File: src/design/paip_pkg.sv
// Package of constants and carrier types for the parallel audio input port
package paip_pkg;
  localparam int PAIP_DATA_W = 24;
  localparam int PAIP_FIFO_DEPTH = 16;
  localparam logic [23:0] PAIP_WORD_RST = 24'h00_0000;
  localparam logic PAIP_PIN_IDLE = 1'b1;

  // One sample pair, channel A and channel B
  typedef struct packed {
    logic [PAIP_DATA_W-1:0] chan_a;
    logic [PAIP_DATA_W-1:0] chan_b;
  } paip_pair_s;

  // Port pins as seen by the device
  typedef struct packed {
    logic [PAIP_DATA_W-1:0] data;
    logic chan_sel;
    logic strobe;
  } paip_pins_s;

  typedef enum logic [1:0] {
    PAIP_IDLE,
    PAIP_WAIT_READ
  } paip_irq_e;
endpackage

File: src/design/paip_fifo.sv
// Parameterised valid/ready FIFO for sample pairs
`timescale 1ns/1ps
module paip_fifo #(
  parameter int WIDTH = 48,
  parameter int DEPTH = 16
) (
  input wire logic clock,
  input wire logic nrst,
  input wire logic [WIDTH-1:0] in_data,
  input wire logic in_valid,
  output logic in_ready,
  output logic [WIDTH-1:0] out_data,
  output logic out_valid,
  input wire logic out_ready
);
  localparam int AW = $clog2(DEPTH);
  logic [WIDTH-1:0] mem [DEPTH];
  logic [AW-1:0] wr_q;
  logic [AW-1:0] rd_q;
  logic [AW:0] cnt_q;
  logic push;
  logic pop;

  // Honest full and empty from the occupancy count
  assign in_ready = (cnt_q != (AW+1)'(DEPTH));
  assign out_valid = (cnt_q != '0);
  assign push = in_valid && in_ready;
  assign pop = out_valid && out_ready;
  assign out_data = mem[rd_q];

  // Storage array
  always_ff @(posedge clock) begin
    if (push) begin
      mem[wr_q] <= in_data;
    end
  end

  // Pointers and count
  always_ff @(posedge clock or negedge nrst) begin
    if (!nrst) begin
      wr_q <= '0;
      rd_q <= '0;
      cnt_q <= '0;
    end else begin
      if (push) begin
        wr_q <= (wr_q == AW'(DEPTH-1)) ? '0 : wr_q + 1'b1;
      end
      if (pop) begin
        rd_q <= (rd_q == AW'(DEPTH-1)) ? '0 : rd_q + 1'b1;
      end
      cnt_q <= cnt_q + (AW+1)'(push) - (AW+1)'(pop);
    end
  end
endmodule // paip_fifo

File: src/design/paip_port.sv
// Parallel audio input port: strobe capture, channel latches, pair FIFO, interrupt
`timescale 1ns/1ps
module paip_port #(
  parameter int DATA_W = paip_pkg::PAIP_DATA_W,
  parameter int FIFO_DEPTH = paip_pkg::PAIP_FIFO_DEPTH
) (
  input wire logic clock,
  input wire logic nrst,
  input wire logic [DATA_W-1:0] pin_data,
  input wire logic pin_chan_sel,
  input wire logic pin_strobe,
  input wire logic pin_chan_sel_conn,
  input wire logic pin_strobe_conn,
  output logic irq,
  input wire logic pair_read,
  output logic [DATA_W-1:0] pair_chan_a,
  output logic [DATA_W-1:0] pair_chan_b,
  output logic pair_valid,
  output logic overrun
);
  import paip_pkg::*;

  logic sel_in;
  logic stb_in;
  logic [2:0] stb_sync_q;
  logic [1:0] sel_sync_q;
  logic [DATA_W-1:0] data_sync_q [2];
  logic stb_rise;
  logic [DATA_W-1:0] lat_a_q;
  logic [DATA_W-1:0] lat_b_q;
  logic b_capture;
  logic fifo_in_ready;
  logic [2*DATA_W-1:0] fifo_out;
  logic fifo_out_valid;
  logic out_pop;
  paip_irq_e irq_q;
  logic [DATA_W-1:0] out_a_q;
  logic [DATA_W-1:0] out_b_q;
  logic overrun_q;

  // Open pins are pulled high
  assign sel_in = pin_chan_sel_conn ? pin_chan_sel : PAIP_PIN_IDLE;
  assign stb_in = pin_strobe_conn ? pin_strobe : PAIP_PIN_IDLE;

  // Two-stage synchronisers, third strobe stage for edge detect
  always_ff @(posedge clock or negedge nrst) begin
    if (!nrst) begin
      stb_sync_q <= {3{PAIP_PIN_IDLE}};
      sel_sync_q <= {2{PAIP_PIN_IDLE}};
    end else begin
      stb_sync_q <= {stb_sync_q[1:0], stb_in};
      sel_sync_q <= {sel_sync_q[0], sel_in};
    end
  end

  // Data delayed to match strobe path so it is stable when captured
  always_ff @(posedge clock or negedge nrst) begin
    if (!nrst) begin
      data_sync_q[0] <= '0;
      data_sync_q[1] <= '0;
    end else begin
      data_sync_q[0] <= pin_data;
      data_sync_q[1] <= data_sync_q[0];
    end
  end

  // Rising strobe seen between the second and third stages
  assign stb_rise = stb_sync_q[1] && !stb_sync_q[2];
  assign b_capture = stb_rise && sel_sync_q[1];

  // Channel latches selected by channel select
  always_ff @(posedge clock or negedge nrst) begin
    if (!nrst) begin
      lat_a_q <= PAIP_WORD_RST;
      lat_b_q <= PAIP_WORD_RST;
    end else if (stb_rise) begin
      if (sel_sync_q[1]) begin
        lat_b_q <= data_sync_q[1];
      end else begin
        lat_a_q <= data_sync_q[1];
      end
    end
  end

  // Pair FIFO absorbs processor service delay
  paip_fifo #(
    .WIDTH(2*DATA_W),
    .DEPTH(FIFO_DEPTH)
  ) u_fifo (
    .clock(clock),
    .nrst(nrst),
    .in_data({lat_a_q, data_sync_q[1]}),
    .in_valid(b_capture),
    .in_ready(fifo_in_ready),
    .out_data(fifo_out),
    .out_valid(fifo_out_valid),
    .out_ready(out_pop)
  );

  // Load output pair when idle or on read of the current one
  assign out_pop = fifo_out_valid && (irq_q == PAIP_IDLE || pair_read);

  // Interrupt pending while an unread pair is presented
  always_ff @(posedge clock or negedge nrst) begin
    if (!nrst) begin
      irq_q <= PAIP_IDLE;
    end else begin
      case (irq_q)
        PAIP_IDLE: begin
          if (out_pop) begin
            irq_q <= PAIP_WAIT_READ;
          end
        end
        PAIP_WAIT_READ: begin
          if (pair_read && !out_pop) begin
            irq_q <= PAIP_IDLE;
          end
        end
        default: irq_q <= PAIP_IDLE;
      endcase
    end
  end

  // Output data registers hold the pair for the processor
  always_ff @(posedge clock or negedge nrst) begin
    if (!nrst) begin
      out_a_q <= PAIP_WORD_RST;
      out_b_q <= PAIP_WORD_RST;
    end else if (out_pop) begin
      out_a_q <= fifo_out[2*DATA_W-1:DATA_W];
      out_b_q <= fifo_out[DATA_W-1:0];
    end
  end

  // Sticky overrun when a pair arrives with the FIFO full; set wins over clear
  always_ff @(posedge clock or negedge nrst) begin
    if (!nrst) begin
      overrun_q <= 1'b0;
    end else if (b_capture && !fifo_in_ready) begin
      overrun_q <= 1'b1;
    end else if (pair_read) begin
      overrun_q <= 1'b0;
    end
  end

  assign irq = (irq_q == PAIP_WAIT_READ);
  assign pair_valid = irq;
  assign pair_chan_a = out_a_q;
  assign pair_chan_b = out_b_q;
  assign overrun = overrun_q;
endmodule // paip_port

File: config.mk
export PLATFORM = sky130hd
export DESIGN_NAME = paip_port
export DESIGN_NICKNAME = d
export VERILOG_FILES = /design/src/design/paip_pkg.sv /design/src/design/paip_fifo.sv /design/src/design/paip_port.sv
export SDC_FILE = /design/constraint.sdc
export NUM_CORES = 1
export LEC_CHECK = 0
export BUFFER_PORTS_ARGS = -buffer_cell sky130_fd_sc_hd__buf_2
export CORE_MARGIN = 1
export CORE_UTILIZATION = 55
export CTS_CLUSTER_DIAMETER = 80
export DETAILED_ROUTE_END_ITERATION = 8
export PLACE_DENSITY = 0.83
export SYNTH_ARGS = -nofsm -noshare
export SYNTH_HDL_FRONTEND = slang
export SYNTH_SLANG_ARGS = --single-unit
File: constraint.sdc
create_clock -name clock -period 6 [get_ports clock]
set_input_delay 1.2 -clock clock [delete_from_list [all_inputs] [get_ports clock]]
set_output_delay 1.2 -clock clock [all_outputs]
set_load 0.05 [all_outputs]
==> results.yml <==
worst_setup_path:
  crit_fanout: 27
  startpoint_type: "register"
  reg2reg_depth: 6
  crit_type: "reg -> reg"
  regToRegSetupSlack_ns: 2.00
  required_ns: 6.29
  r2r-start: "u_fifo.cnt_q[2]"
  crit_arrival_ns: 4.29
  end_kind: "register"
  rr_endpoint: "u_fifo.mem[15][45]"
synth:
  seq_area_frac_synth: 0.792
  yosys.area.top_type: "edfxtp_1"
  syn_area_um2: 33600
  synthCells: 1486
  synth_area_per_cell_um2: 22.6
  synth_commonest_cells: "edfxtp_1 (768), mux4_2 (192), dfrtp_1 (135)"
  synth-edff-count: 768
  synth-async-reset-ratio: 0.154
  ys_warn_count: 0
  yosysUniqueCellTypes: 33
  ys_top_cells_by_area: "edfxtp_1 (69%), mux4_2 (13%), dfrtp_1 (10%)"
  synth_top_flop_cell: "edfxtp_1"
  synth_top_area_share: 0.687
  synth_most_common_cell: "edfxtp_1"
  synth-seq-cells: 908
  synth_fp_nets: 1529
power_and_ir_drop:
  pwr-share-comb: 0.243
  swShare: 0.306
  p_int_w: 0.0125
  power_density_nw_per_um2: 476
  p_switching_w: 0.00551
  pwr-share-seq: 0.452
  leakagePower_nw: 12.4
  ir_drop_mv: 0.319
  pwr-share-clk: 0.305
route:
  drtAntennaViolNets: 0
  drcViolationCount: 0
  drt_iter0_drc: 1784
  wl_um: 77700
  first_pass_iters: 7
  viasPerCell: 6.65
  dr_total_vias: 16300
  wl_per_cell_um: 31.6
placement:
  place_inst: 2303
  dp_hpwl_um: 39900
  portBuffers: 81
  place_congestion: 0.761
sta:
  clock_skew_ns: 0.0252
  finalCriticalPeriod_ns: 4.00
  fmax_mhz: 250
  rsz0062_at_grt: "false"
  tightestPinTransition_ns: 1.25
  min_period_over_period: 0.667
  max_slew_margin: 0.164
  setup_violations: 0
  fin_tns_setup_ns: 0
  hold_viol: 0
  slew_violations: 0
global_route:
  track_usage: 0.256
  gr-total-overflow: 0
  grt_use_met1: 0.327
  grt_max_degree: 57
  grt_busiest_layer: "met2"
  antenna_found_initial: 1
  grt_pass1_vias: 17300
  use_met2: 0.440
  met3_usage: 0.0402
  grt_pass1_wl_um: 115000
floorplanning:
  coreArea_um2: 60400
  initial_core_util: 0.556
  die_y_um: 249
  placement_rows: 90
  die_area_um2: 62000
  ioPinCount: 82
  dieWidth_um: 249
hold_path:
  min_from: "data_sync_q[29]"
  whs_path_depth: 0
  hp-class: "reg -> reg"
  hold_end: "data_sync_q[5]"
status:
  status: "finished, final reports clean"
clock_tree:
  clock_latency_ns: 0.64
  clk_path_buf_depth: 3
  cts_setup_buffers: 0
  hold_buffers: 0
  postCtsResizedCells: 0
  cts_buffers: 84
  cts_root_buf: "clkbuf_16"
  clk_pin_slew_ns: 0.06
  cts_sinks: 908
  htreeDepth: 3
  tritoncts: "done"
layout:
  fin_cells: 2460
  drive_gt1_frac: 0.321
  area_growth_pct: 12.6
  final_nets: 1650
  diodes: 0
job:
  maxCapViolCount: 0
[cell families (layout without fill, tap and decap cells)]
family	Yosys count	count (layout)	share of synthesized area
adders and majority gates	12	12	0.00470
AOI/OAI and AO/OA	159	159	0.0280
buffers and inverters	93	285	0.0142
and+or+nand+nor	42	42	0.00623
xor gates and xnor gates	6	6	0.00157
muxes	266	266	0.154
DFF	908	908	0.792
[layout make-up]
class                           count  area [um2]
Multi-Input combinational cell    485        6640
Timing Repair Buffer              116         687
Sequential cell                   908       26600
Clock inverter                     43         571
Clock buffer                      114        2300
Inverter                           12        45.0
Fill cell                        3819       22600
Tap cell                          782         978
[critical path, cell delays in order (launching register included)]
cell     delay [ns]
dfrtp_1        0.36
inv_1          0.07
ha_1           0.23
a31oi_1        0.85
nand2_1        0.54
nor2_4         1.10
buf_4          0.50
[per-stage QoR]
stage	utilization	area [um2]	hold slack (ns)	total power [W]	worst slack [ns]
6_report	0.626	37800	0.349	0.0180	2.00
5_1_grt	0.626	37800	0.351	0.0186	1.96
4_1_cts	0.626	37800	0.350	0.0181	2.05
3_5_place_dp	0.579	34900	0.335	0.0126	2.21
3_3_place_gp	0.579	34900	0.332	0.0124	2.54
2_1_floorplan	-	33600	0.331	0.0113	0.998
[how the worst max path moves through the flow]
| stage | cells after the start | endpoint | slack (ns) | start |
|---|---|---|---|---|
| 2_1_floorplan | 6 | u_fifo.mem[0][0] | 1.0 | u_fifo.cnt_q[2] |
| 3_3_place_gp | 6 | u_fifo.mem[15][27] | 2.54 | u_fifo.cnt_q[2] |
| 3_5_place_dp | 6 | u_fifo.mem[15][36] | 2.21 | u_fifo.cnt_q[3] |
| 4_1_cts | 6 | u_fifo.mem[15][45] | 2.05 | u_fifo.cnt_q[2] |
| 5_1_grt | 6 | u_fifo.mem[15][45] | 1.96 | u_fifo.cnt_q[2] |
| 6_report | 6 | u_fifo.mem[15][45] | 2.00 | u_fifo.cnt_q[2] |
[layout by cell type, fill, tap and decap left out, drive strengths merged]
cell type	netlist	final
o31ai	1	1
a21o	2	2
dfstp	5	5
a21oi	52	52
nand3b	2	2
bufinv	0	10
clkinvlp	0	7
a22o	1	1
o2bb2ai	1	1
xor2	2	2
ha	11	11
or2	1	1
nor3b	1	1
nor3	5	5
dfrtp	135	135
buf	41	116
edfxtp	768	768
nand3	4	4
nand2	9	9
inv	12	17
mux4	192	192
o21ai	3	3
o21bai	1	1
nor4b	1	1
a31oi	2	2
mux2	74	74
xnor2	4	4
nor2	13	13
nand2b	6	6
clkinv	0	21
o22ai	96	96
clkbuf	40	114
fa	1	1
[power groups by stage]
stage	clock (W)	sequential (W)	combinational, W
after floorplan	0	0.00836	0.00293
after CTS	0.00555	0.00813	0.00441
after global placement	0	0.00819	0.00422
after detailed placement	0	0.00825	0.00431
final	0.00550	0.00813	0.00438
after global routing	0.00579	0.00818	0.00461
[state kept, by name (all words and copies together) (netlist names)]
register	flops
u_fifo.cnt_q	5
u_fifo.mem	768
pair_chan_b	24
u_fifo.wr_q	4
irq_q	1
sel_sync_q	2
pair_chan_a	24
lat_a_q	24
u_fifo.rd_q	4
data_sync_q	48
stb_sync_q	3
overrun	1
[metal layers]
| metal | vias up | wire, um |
|---|---|---|
| li1 | 6440 | - |
| met1 | 8670 | 27900 |
| met2 | 1034 | 40600 |
| met3 | 204 | 6160 |
| met4 | 0 | 3110 |
| met5 | - | 0 |
(Power assumes the default switching activity.)
